**config.mk**
```make
export PLATFORM = sky130hd
export DESIGN_NAME = flash_iap_page_programmer
export DESIGN_NICKNAME = d
export VERILOG_FILES = /design/src/hw/flash_iap_page_programmer.v
export VERILOG_INCLUDE_DIRS = /design/src /design/src/hw
export SDC_FILE = /design/constraint.sdc
export NUM_CORES = 1
export LEC_CHECK = 0
export ABC_AREA = 0
export BUFFER_PORTS_ARGS = -buffer_cell sky130_fd_sc_hd__buf_2
export CAP_MARGIN = 20
export CORE_MARGIN = 2
export CORE_UTILIZATION = 45
export CTS_CLUSTER_DIAMETER = 30
export DETAILED_ROUTE_END_ITERATION = 10
export GPL_ROUTABILITY_DRIVEN = 1
export GPL_TIMING_DRIVEN = 0
export PLACE_DENSITY = 0.66
export SYNTH_ARGS = -nofsm -noshare
export SYNTH_HDL_FRONTEND = slang
export SYNTH_SLANG_ARGS = --single-unit
```
**constraint.sdc**
```tcl
create_clock -name core_clk -period 3.5 [get_ports core_clk]
set_input_delay 0.525 -clock core_clk [delete_from_list [all_inputs] [get_ports core_clk]]
set_output_delay 0.525 -clock core_clk [all_outputs]
set_load 0.01 [all_outputs]
```
**src/hw/flash_iap_map.vh**
```
// register offsets, field positions, reset values and timing for the flash programming block
// assumes an 8-bit special-register port with separate sector-0 and sector-1 address spaces
`ifndef FLASH_IAP_MAP_VH
`define FLASH_IAP_MAP_VH
// sector 0 offsets
`define ADDR_LOW_OFS      4'h0
`define WORD0_LOW_OFS     4'h1
`define WORD1_LOW_OFS     4'h2
`define WORD2_LOW_OFS     4'h3
`define WORD3_LOW_OFS     4'h4
// sector 1 offsets
`define ADDR_HIGH_OFS     4'h0
`define WORD0_HIGH_OFS    4'h1
`define WORD1_HIGH_OFS    4'h2
`define WORD2_HIGH_OFS    4'h3
`define WORD3_HIGH_OFS    4'h4
`define OP_CTRL_OFS       4'h5
`define BUF_CLR_CTRL_OFS  4'h6
// op control fields
`define EN_FLAG_BIT       7
`define MODE_MSB          6
`define MODE_LSB          4
`define TRIGGER_BIT       3
`define WRITE_INIT_BIT    2
`define READ_EN_BIT       1
`define READ_INIT_BIT     0
// buffer clear control fields
`define CLR_D7_BIT        7
`define CLR_D6_BIT        6
`define CLR_D4_BIT        4
`define CLR_BUF_BIT       0
// mode codes
`define MODE_WRITE        3'h0
`define MODE_ERASE        3'h1
`define MODE_READ         3'h3
`define MODE_ENABLE       3'h6
// reset values
`define BYTE_RESET        8'h00
`define HIGH_RESET        4'h0
// geometry
`define PAGE_WORDS        32
`define OFFSET_BITS       5
`define ADDR_BITS         12
// enable procedure timer
`define TRIGGER_TIME_NS   1000000
`define CLK_PERIOD_NS     8
`define TRIGGER_CYCLES    (`TRIGGER_TIME_NS / `CLK_PERIOD_NS)
`endif

```
**src/hw/flash_iap_page_programmer.v**
```verilog
// in-application flash programming: address, data and control registers, page buffer,
// erase / page write / word read sequencing toward the flash array.
// assumes a single-cycle 8-bit register port and a flash array with a request/done handshake.
// Notes on behaviour
// erase and write act on whole pages, read on one word
// page and write buffer both hold 32 words
// software erases a page before writing it
// enabled flag goes high when the enable procedure succeeds
// buffer accepts data only while the enabled flag is high
// write initiate stays high during a write, cleared when done
// read needs read enable; read initiate starts a word read
// read initiate clears at read completion, acting as busy
// erase selects page from address bits above bit 4
// clear-buffer bit empties the buffer then falls low
// software clears the buffer before first use and on updates
// buffer maps onto page chosen by address bits 5 upward
// word0 high write loads high and low bytes into buffer
// each buffer load below the last word of the page increments address and writes it back
// address stops at last word of page, no wrap
// buffer clears automatically when a page write ends
// software clears and reloads buffer after failed verify
// low address and data in sector 0; rest in sector 1
// high address holds 4 bits; upper bits read zero
// 3-bit mode field: write, erase, read, enable; others reserved
// trigger bit starts timer, cleared by hardware at expiry
// software may clear enabled flag; writing one does nothing
// word0 low write only updates that register
// busy initiate bits stay high and ignore new requests
`timescale 1ns/1ps
`include "flash_iap_map.vh"

module flash_iap_page_programmer #(
  parameter TRIGGER_COUNT = `TRIGGER_CYCLES,
  parameter [15:0] PATTERN1 = 16'h0000,
  parameter [15:0] PATTERN2 = 16'h0000,
  parameter [15:0] PATTERN3 = 16'h0000
) (
  input  wire        core_clk,
  input  wire        reset_n,
  input  wire        regSector,
  input  wire [3:0]  regAddr,
  input  wire        regWrite,
  input  wire [7:0]  regWdata,
  output reg  [7:0]  regRdata,
  output reg         flashEraseReq,
  output reg         flashWriteReq,
  output reg         flashReadReq,
  output reg  [11:0] flashAddr,
  output wire [511:0] flashWdata,
  input  wire        flashDone,
  input  wire [15:0] flashRdata,
  output wire        cpuStall
);
  localparam ST_IDLE  = 2'h0;
  localparam ST_ERASE = 2'h1;
  localparam ST_WRITE = 2'h2;
  localparam ST_READ  = 2'h3;

  reg [7:0]  addrLow_reg;
  reg [3:0]  addrHigh_reg;
  reg [7:0]  dataLow_reg  [0:3];
  reg [7:0]  dataHigh_reg [0:3];
  reg        enFlag_reg;
  reg [2:0]  mode_reg;
  reg        trigger_reg;
  reg        writeInit_reg;
  reg        readEn_reg;
  reg        readInit_reg;
  reg        clrBuf_reg;
  reg        clrD7_reg;
  reg        clrD4_reg;
  reg [1:0]  state_reg;
  reg [17:0] timer_reg;
  reg [15:0] buffer_reg [0:31];
  integer    i;

  function isWr;
    input       sec;
    input [3:0] ofs;
    input       s;
    input [3:0] o;
    isWr = regWrite && (sec == s) && (ofs == o);
  endfunction

  wire [11:0] curAddr   = {addrHigh_reg, addrLow_reg};
  wire [2:0]  newMode   = regWdata[`MODE_MSB:`MODE_LSB];
  wire        wrCtrl    = isWr(regSector, regAddr, 1'b1, `OP_CTRL_OFS);
  wire        wrClr     = isWr(regSector, regAddr, 1'b1, `BUF_CLR_CTRL_OFS);
  wire        wrHigh0   = isWr(regSector, regAddr, 1'b1, `WORD0_HIGH_OFS);
  wire        busy      = (state_reg != ST_IDLE) || clrBuf_reg;
  wire        atPageEnd = (addrLow_reg[`OFFSET_BITS-1:0] == 5'h1F);
  // a word load is refused while disabled or while an operation runs
  wire        loadWord  = wrHigh0 && enFlag_reg && !busy;
  wire        readDone  = (state_reg == ST_READ) && flashDone;
  wire        writeDone = (state_reg == ST_WRITE) && flashDone;
  // mode travels in the same write as the initiate bit, as for the trigger
  wire startWrite = wrCtrl && !busy && regWdata[`WRITE_INIT_BIT] && enFlag_reg
                    && (newMode == `MODE_WRITE);
  wire startErase = wrCtrl && !busy && regWdata[`WRITE_INIT_BIT] && enFlag_reg
                    && (newMode == `MODE_ERASE);
  wire startRead  = wrCtrl && !busy && regWdata[`READ_INIT_BIT] && readEn_reg
                    && !regWdata[`WRITE_INIT_BIT] && (newMode == `MODE_READ);
  wire startTrig  = wrCtrl && !busy && regWdata[`TRIGGER_BIT] && !trigger_reg
                    && (newMode == `MODE_ENABLE);
  // enable procedure passes when the three pattern pairs match at timeout
  wire patternOk = {dataHigh_reg[1], dataLow_reg[1]} == PATTERN1 &&
                   {dataHigh_reg[2], dataLow_reg[2]} == PATTERN2 &&
                   {dataHigh_reg[3], dataLow_reg[3]} == PATTERN3;
  wire timerDone = trigger_reg && (timer_reg == TRIGGER_COUNT - 1);

  assign cpuStall = (state_reg != ST_IDLE);

  // address pair; the load bump never leaves the current page
  always @(posedge core_clk or negedge reset_n) begin
    if (!reset_n) begin
      addrLow_reg  <= `BYTE_RESET;
      addrHigh_reg <= `HIGH_RESET;
    end else begin
      if (regWrite && !regSector && (regAddr == `ADDR_LOW_OFS)) begin
        addrLow_reg <= regWdata;
      end
      if (regWrite && regSector && (regAddr == `ADDR_HIGH_OFS)) begin
        addrHigh_reg <= regWdata[3:0];
      end
      // software must pick a new page once the last word is loaded
      if (loadWord && !atPageEnd) begin
        addrLow_reg <= curAddr[7:0] + 8'h01;
      end
    end
  end

  // data words; word0 also receives the result of a word read
  always @(posedge core_clk or negedge reset_n) begin
    if (!reset_n) begin
      for (i = 0; i < 4; i = i + 1) begin
        dataLow_reg[i]  <= `BYTE_RESET;
        dataHigh_reg[i] <= `BYTE_RESET;
      end
    end else begin
      if (regWrite && !regSector) begin
        case (regAddr)
          `WORD0_LOW_OFS: dataLow_reg[0] <= regWdata;
          `WORD1_LOW_OFS: dataLow_reg[1] <= regWdata;
          `WORD2_LOW_OFS: dataLow_reg[2] <= regWdata;
          `WORD3_LOW_OFS: dataLow_reg[3] <= regWdata;
          default: ;
        endcase
      end
      if (regWrite && regSector) begin
        case (regAddr)
          `WORD0_HIGH_OFS: dataHigh_reg[0] <= regWdata;
          `WORD1_HIGH_OFS: dataHigh_reg[1] <= regWdata;
          `WORD2_HIGH_OFS: dataHigh_reg[2] <= regWdata;
          `WORD3_HIGH_OFS: dataHigh_reg[3] <= regWdata;
          default: ;
        endcase
      end
      if (readDone) begin
        dataLow_reg[0]  <= flashRdata[7:0];
        dataHigh_reg[0] <= flashRdata[15:8];
      end
    end
  end

  // enable procedure; the timer only runs while the trigger bit is up
  always @(posedge core_clk or negedge reset_n) begin
    if (!reset_n) begin
      trigger_reg <= 1'b0;
      timer_reg   <= 18'h00000;
      enFlag_reg  <= 1'b0;
    end else begin
      // a software clear loses to a set at expiry in the same cycle
      if (wrCtrl && !regWdata[`EN_FLAG_BIT]) begin
        enFlag_reg <= 1'b0;
      end
      if (startTrig) begin
        trigger_reg <= 1'b1;
        timer_reg   <= 18'h00000;
      end else if (trigger_reg) begin
        timer_reg <= timer_reg + 18'h00001;
        if (timerDone) begin
          trigger_reg <= 1'b0;
          if (patternOk) begin
            enFlag_reg <= 1'b1;
          end
        end
      end
    end
  end

  // control fields; mode and read enable are frozen while busy
  always @(posedge core_clk or negedge reset_n) begin
    if (!reset_n) begin
      mode_reg   <= 3'h0;
      readEn_reg <= 1'b0;
      clrBuf_reg <= 1'b0;
      clrD7_reg  <= 1'b0;
      clrD4_reg  <= 1'b0;
    end else begin
      if (wrCtrl && !busy) begin
        mode_reg   <= newMode;
        readEn_reg <= regWdata[`READ_EN_BIT];
      end
      if (wrClr) begin
        clrD7_reg <= regWdata[`CLR_D7_BIT];
        clrD4_reg <= regWdata[`CLR_D4_BIT];
      end
      // buffer clear takes one cycle
      if (clrBuf_reg) begin
        clrBuf_reg <= 1'b0;
      end else if (wrClr && regWdata[`CLR_BUF_BIT] && (state_reg == ST_IDLE)) begin
        clrBuf_reg <= 1'b1;
      end
    end
  end

  // operation sequencing toward the array
  always @(posedge core_clk or negedge reset_n) begin
    if (!reset_n) begin
      writeInit_reg <= 1'b0;
      readInit_reg  <= 1'b0;
      state_reg     <= ST_IDLE;
    end else begin
      case (state_reg)
        ST_IDLE: begin
          if (startWrite) begin
            writeInit_reg <= 1'b1;
            state_reg     <= ST_WRITE;
          end else if (startErase) begin
            writeInit_reg <= 1'b1;
            state_reg     <= ST_ERASE;
          end else if (startRead) begin
            readInit_reg <= 1'b1;
            state_reg    <= ST_READ;
          end
        end
        ST_ERASE, ST_WRITE: begin
          if (flashDone) begin
            writeInit_reg <= 1'b0;
            state_reg     <= ST_IDLE;
          end
        end
        ST_READ: begin
          if (readDone) begin
            readInit_reg <= 1'b0;
            state_reg    <= ST_IDLE;
          end
        end
        default: begin
          state_reg <= ST_IDLE;
        end
      endcase
    end
  end

  // page buffer, one slot per word of the page
  genvar g;
  generate
    for (g = 0; g < `PAGE_WORDS; g = g + 1) begin : slot
      always @(posedge core_clk or negedge reset_n) begin
        if (!reset_n) begin
          buffer_reg[g] <= 16'h0000;
        end else if (clrBuf_reg || writeDone) begin
          buffer_reg[g] <= 16'h0000;
        end else if (loadWord && (addrLow_reg[`OFFSET_BITS-1:0] == g)) begin
          buffer_reg[g] <= {regWdata, dataLow_reg[0]};
        end
      end
      assign flashWdata[g*16 +: 16] = buffer_reg[g];
    end
  endgenerate

  // flash requests and address toward the array
  always @* begin
    flashEraseReq = (state_reg == ST_ERASE);
    flashWriteReq = (state_reg == ST_WRITE);
    flashReadReq  = (state_reg == ST_READ);
    if (state_reg == ST_READ) flashAddr = curAddr;
    else flashAddr = {curAddr[11:5], 5'h00};
  end

  // read-back mux, one cycle combinational
  always @* begin
    regRdata = 8'h00;
    if (!regSector) begin
      case (regAddr)
        `ADDR_LOW_OFS:  regRdata = addrLow_reg;
        `WORD0_LOW_OFS: regRdata = dataLow_reg[0];
        `WORD1_LOW_OFS: regRdata = dataLow_reg[1];
        `WORD2_LOW_OFS: regRdata = dataLow_reg[2];
        `WORD3_LOW_OFS: regRdata = dataLow_reg[3];
        default:        regRdata = 8'h00;
      endcase
    end else begin
      case (regAddr)
        `ADDR_HIGH_OFS:  regRdata = {4'h0, addrHigh_reg};
        `WORD0_HIGH_OFS: regRdata = dataHigh_reg[0];
        `WORD1_HIGH_OFS: regRdata = dataHigh_reg[1];
        `WORD2_HIGH_OFS: regRdata = dataHigh_reg[2];
        `WORD3_HIGH_OFS: regRdata = dataHigh_reg[3];
        `OP_CTRL_OFS:    regRdata = {enFlag_reg, mode_reg, trigger_reg,
                                     writeInit_reg, readEn_reg, readInit_reg};
        `BUF_CLR_CTRL_OFS: regRdata = {clrD7_reg, 1'b0, 1'b0, clrD4_reg,
                                       3'h0, clrBuf_reg};
        default:         regRdata = 8'h00;
      endcase
    end
  end
endmodule

```
* Yosys cells after proc, flatten, opt, wreduce, memory -nomap -nowiden
Index checks and enable logic that the tools add are counted. W data, S select, Z words.
Word-level totals: register bits 619, latch bits 0, memory bits (writable) 0, ROM bits 0, bits of input ports 33, word-level logic and storage cells 343, memories 0
Operators by class: $add $sub $neg 2, multipliers 0, divide/modulo/power cells 0, magnitude comparators 0, equality and inequality tests 51, shift operators 0, mux-type cells 108, bitwise logic cells 0, reductions and logical operators 129
Operators by type and width (number):
- $mux W16 | 64
- $mux W8 | 12
- $eq A5 B5 Y1 const B | 16
- $reduce_bool A2 Y1 | 40
- $mux W32 | 2
- $logic_and A1 B1 Y1 | 62
- $pmux W8 S7 | 1
- $logic_not A16 Y1 | 3
- $eq A5 B4 Y1 const B | 8
- $pmux W8 S5 | 1
- $mux W18 | 2
- $eq A5 B3 Y1 const B | 4
- $add A18 B1 Y18 const B | 1
- $eq A18 B17 Y1 const B | 1
- $mux W1 | 17
- $reduce_and A2 Y1 | 8
- $eq A4 B3 Y1 const B | 3
- $eq A5 B2 Y1 const B | 2
- $mux W2 | 5
- $add A8 B1 Y8 const B | 1
- $eq A4 B2 Y1 const B | 2
- $ne A2 B2 Y1 const B | 4
- $logic_not A1 Y1 | 6
- $pmux W2 S3 | 1
- other kinds (20) | 24

* Longest topological paths before layout
depth after elaboration 12, gate-level depth with buffers 9

* Least setup slack after synthesis
Ideal clock, no wire load.
path type input -> output, start input port regAddr[0], end output port regRdata[4], data arrival time 2.013 ns, setup slack 0.962 ns, stages on the path 7, path buffers 3, path through clkbuf_1 > buf_1 > buf_1 > mux2i_1 > o22ai_1 > a21oi_1 > o22ai_1
Between the ends: word-level cells in the longest chain between the ends 3, elaborated cells on any way between the ends 10, those cells by class 6 x eq/ne; 3 x mux; 1 x reduce/logical
RTL lines:
- start, declared | RTL line flash_iap_page_programmer.v:41 | input wire [3:0] regAddr,
- $eq A4 B3 Y1 (tied with other cells) | RTL line flash_iap_page_programmer.v:295 | case (regAddr)
- $pmux W8 S7 / $pmux W8 S5 (equally long branches) | RTL line flash_iap_page_programmer.v:295, flash_iap_page_programmer.v:286
- $mux W8 * | RTL line flash_iap_page_programmer.v:285 | if (!regSector) begin
- end, declared | RTL line flash_iap_page_programmer.v:44 | output reg [7:0] regRdata,
Mark *: on every way between the ends. The rest lies on a longest branch, timed or not.

* Worst setup path after layout
start register state_reg[0], end register buffer_reg, in the netlist flashWdata[344]
Between the ends: word-level cells in the longest chain between the ends 6, elaborated cells on any way between the ends 10, those cells by class 1 x eq/ne; 1 x mux; 8 x reduce/logical
RTL lines:
- start, declared | RTL line flash_iap_page_programmer.v:72 | reg [1:0] state_reg;
- start signal, assigned | RTL line flash_iap_page_programmer.v:222 | state_reg <= ST_IDLE;
- start signal, assigned | RTL line flash_iap_page_programmer.v:228 | state_reg <= ST_WRITE;
- start signal, assigned | RTL line flash_iap_page_programmer.v:231 | state_reg <= ST_ERASE;
- $reduce_bool A2 Y1 | RTL line flash_iap_page_programmer.v:90 | wire busy = (state_reg != ST_IDLE) || clrBuf_reg;
- $logic_or A1 B1 Y1 | RTL line flash_iap_page_programmer.v:90
- $logic_not A1 Y1 | RTL line flash_iap_page_programmer.v:93 | wire loadWord = wrHigh0 && enFlag_reg && !busy;
- $logic_and A1 B1 Y1 | RTL line flash_iap_page_programmer.v:93
- $logic_and A1 B1 Y1 | RTL line flash_iap_page_programmer.v:265 | end else if (loadWord && (addrLow_reg[`OFFSET_BITS-1:0] == g)) begin
- $reduce_bool A2 Y1 (no line)
- end signal, assigned by index | RTL line flash_iap_page_programmer.v:266 | buffer_reg[g] <= {regWdata, dataLow_reg[0]};
- end, declared | RTL line flash_iap_page_programmer.v:74 | reg [15:0] buffer_reg [0:31];
Several ways; a longest one is shown, not always the timed one. A chain may end at the register's enable or synchronous reset.

==> impl_metrics.json <==
{
  "whs_ps": 26.7,
  "start_util": 0.454,
  "post-cts-setup-buffers": 0,
  "drv_slew": 0,
  "synthTopCellsByArea": "dfrtp_1 (58%), mux2i_1 (21%), nand2_1 (7.7%), mux2_2 (2.5%), clkbuf_1 (2.4%)",
  "hp-start": "flashRdata[7]",
  "first_global_vias": 22000,
  "insertion_delay_ps": 730,
  "die_y_microns": 247,
  "worstHoldEndpoint": "dataLow_reg[31]",
  "r2r_end": "flashWdata[344]",
  "synth_warnings": 0,
  "synth_top_family_by_area": "multiplexers",
  "synth-compound-area-share": 0.0284,
  "hold_violations": 0,
  "drtIter0Drc": 1466,
  "core_area_sq_mm": 0.0588,
  "ys_types": 52,
  "cp_max_fo": 10,
  "post_route_cells_drive_above_1_share": 0.288,
  "synth_top_area_cell": "dfrtp_1",
  "gp_congestion": 0.918,
  "r2r_slack_ps": 120,
  "cts.clk_slew.worst_paths_ps": 50,
  "rows": 89,
  "fin_ws_ps": 118,
  "remaining_drc_errors": 0,
  "muxShareOfSynthArea": 0.234,
  "cts_root_buffer": "clkbuf_16",
  "power.density_mw_per_mm2": 683,
  "grt_max_degree": 127,
  "fmax_mhz": 296,
  "grt.total_usage": 0.316,
  "avgSynthCellArea_sq_um": 11.5,
  "synth.net_count": 2356,
  "cts.htree.levels": 4,
  "cts_tree": "done",
  "area_growth_pct": 33.2,
  "holdPathStages": 3,
  "antenna_found_initial": 1,
  "min_path_type": "in2reg",
  "clock_skew_ps": 27.3,
  "r2r_cells": 7,
  "period_needed_ps": 3380,
  "dieArea_sq_mm": 0.0612,
  "ys_seq_area_frac": 0.581,
  "setup_viol": 0,
  "portBuffers": 565,
  "viasPerCell": 5.48,
  "synth.most_common_cell": "dfrtp_1",
  "dp_slack_ps": -151,
  "grt-ovfl-total": 0,
  "synth_edf_count": 0,
  "post-route-period-util": 0.966,
  "postSynthCellCount": 2311,
  "power.total_mw": 24.3,
  "regToRegStartpoint": "state_reg[0]",
  "power_leakage_nw": 21.1,
  "cts_buffers": 136,
  "maxCapViolCount": 0,
  "dpl.hpwl_microns": 67100,
  "first_pass_iters": 6,
  "fin_util": 0.605,
  "cts.path.max_buffers": 3,
  "end_kind": "flip-flop",
  "synth-xor-area-share": 0.00295,
  "routedWlPerCell_microns": 24.9,
  "nNetsFinal": 3068,
  "synth_seq_cells": 619,
  "worstSetupPathType": "reg2reg",
  "grt_pass1_wl_microns": 142000,
  "die_w_microns": 247,
  "vias": 21400,
  "synth-simple-area-share": 0.118,
  "critPathLaunchType": "flip-flop",
  "largest_reg_flops": 512,
  "async_reset_ff_frac": 1.00,
  "clkSinkCount": 619,
  "ant_nets": 0,
  "synthesis.area_sq_mm": 0.0267,
  "ioPinCount": 569,
  "status": "complete, no violations",
  "rsz0062_at_grt": "true",
  "synth_adder_area_share": 0.00563,
  "synth_top_area_share": 0.581,
  "critPathArrivalTime_ps": 3920,
  "peakVddDrop_mv": 0.568,
  "tightest_slew_ps": 1120,
  "ys.flop_type": "dfrtp_1",
  "required_ps": 4040,
  "ys_top_cells_by_count": "dfrtp_1 (619), mux2i_1 (557), nand2_1 (549)",
  "drt_wl_total_microns": 97300,
  "relSlewSlack": 0.255
}
## worst max-delay path by stage
stage / start / to / slack (ps) / depth (start not counted)
finish: state_reg[0] / flashWdata[344] / 120 / 7
global route: state_reg[0] / flashWdata[344] / -30 / 7
floorplan: regAddr[0] / regRdata[4] / 960 / 7
detailed placement: regAddr[0] / regRdata[3] / -150 / 9
global placement: reset_n / flashWdata[411] / -10570 / 1
CTS: state_reg[0] / flashWdata[421] / 9 / 7
## layer usage
layer	global-route usage	share of wire	wire length, microns
met3	0.0926	0.078	7580
met5	0	0	0
met4	0.141	0.043	4200
met2	0.495	0.47	45700
met1	0.407	0.41	39800
## layout make-up
type / instances / area (sq um)
fillers: 4836 / 23300
flip-flops and latches: 619 / 15500
multi-input cells: 1486 / 10400
clock buffers: 174 / 3840
repair buffers: 574 / 3020
clock inverters: 74 / 1020
well taps: 773 / 967
plain buffers: 195 / 769
inverters: 11 / 41.3
diodes: 1 / 2.50
## critical path, stage by stage (launching register included)
cell and delay [ps]:
dfrtp_1 410, inv_1 120, ha_1 340, nand3b_1 360, nor4_4 670, nand3_1 600
clkbuf_1 480, mux2i_1 220
## placed cells by master (no fill, tap or decap), drive strengths merged, types with 10 or more instances in the layout
master and instances:
dfrtp 619, nor4 18, nor2 51, buf 592, inv 21, ha 12
nand2 549, mux2i 557, clkinv 28, clkbuf 347, and2 10, and3 11
nand3 31, a21oi 20, o22ai 20, o21ai 31, mux2 60, bufinv 17
clkinvlp 19
## what timing repair did
item | 4_1_cts | 5_1_grt
hold buffers | 3 | 0
setup endpoints to repair | 9 | 76
resized for setup | 3 | 4
endpoints found under the hold margin | 68 | 0
## where the power goes
part / total (mW) / leakage, nW / switching (mW) / internal [mW]
combinational: 3.14 / 10.3 / 2.44 / 0.699
clock: 13.4 / 2.33 / 4.33 / 9.04
sequential: 7.76 / 8.51 / 0.321 / 7.44
## cells by family after synthesis
logic type      count (synthesis)
compound gates                116
xor+xnor                        9
fa+ha+maj                      12
buf+inv                       206
flops                         619
mux                           617
simple gates                  732
## per-stage QoR
| stage | area [sq um] | instances | setup TNS (ps) |
|---|---|---|---|
| floorplan | 26700 | 2311 | 0 |
| global placement | 30500 | 3649 | -6491860 |
| detailed placement | 30600 | 3655 | -382 |
| CTS | 35500 | 3906 | 0 |
| global route | 35500 | 3907 | -187 |
| finish | 35500 | 3907 | 0 |
Power figures use the tool's default switching activity.
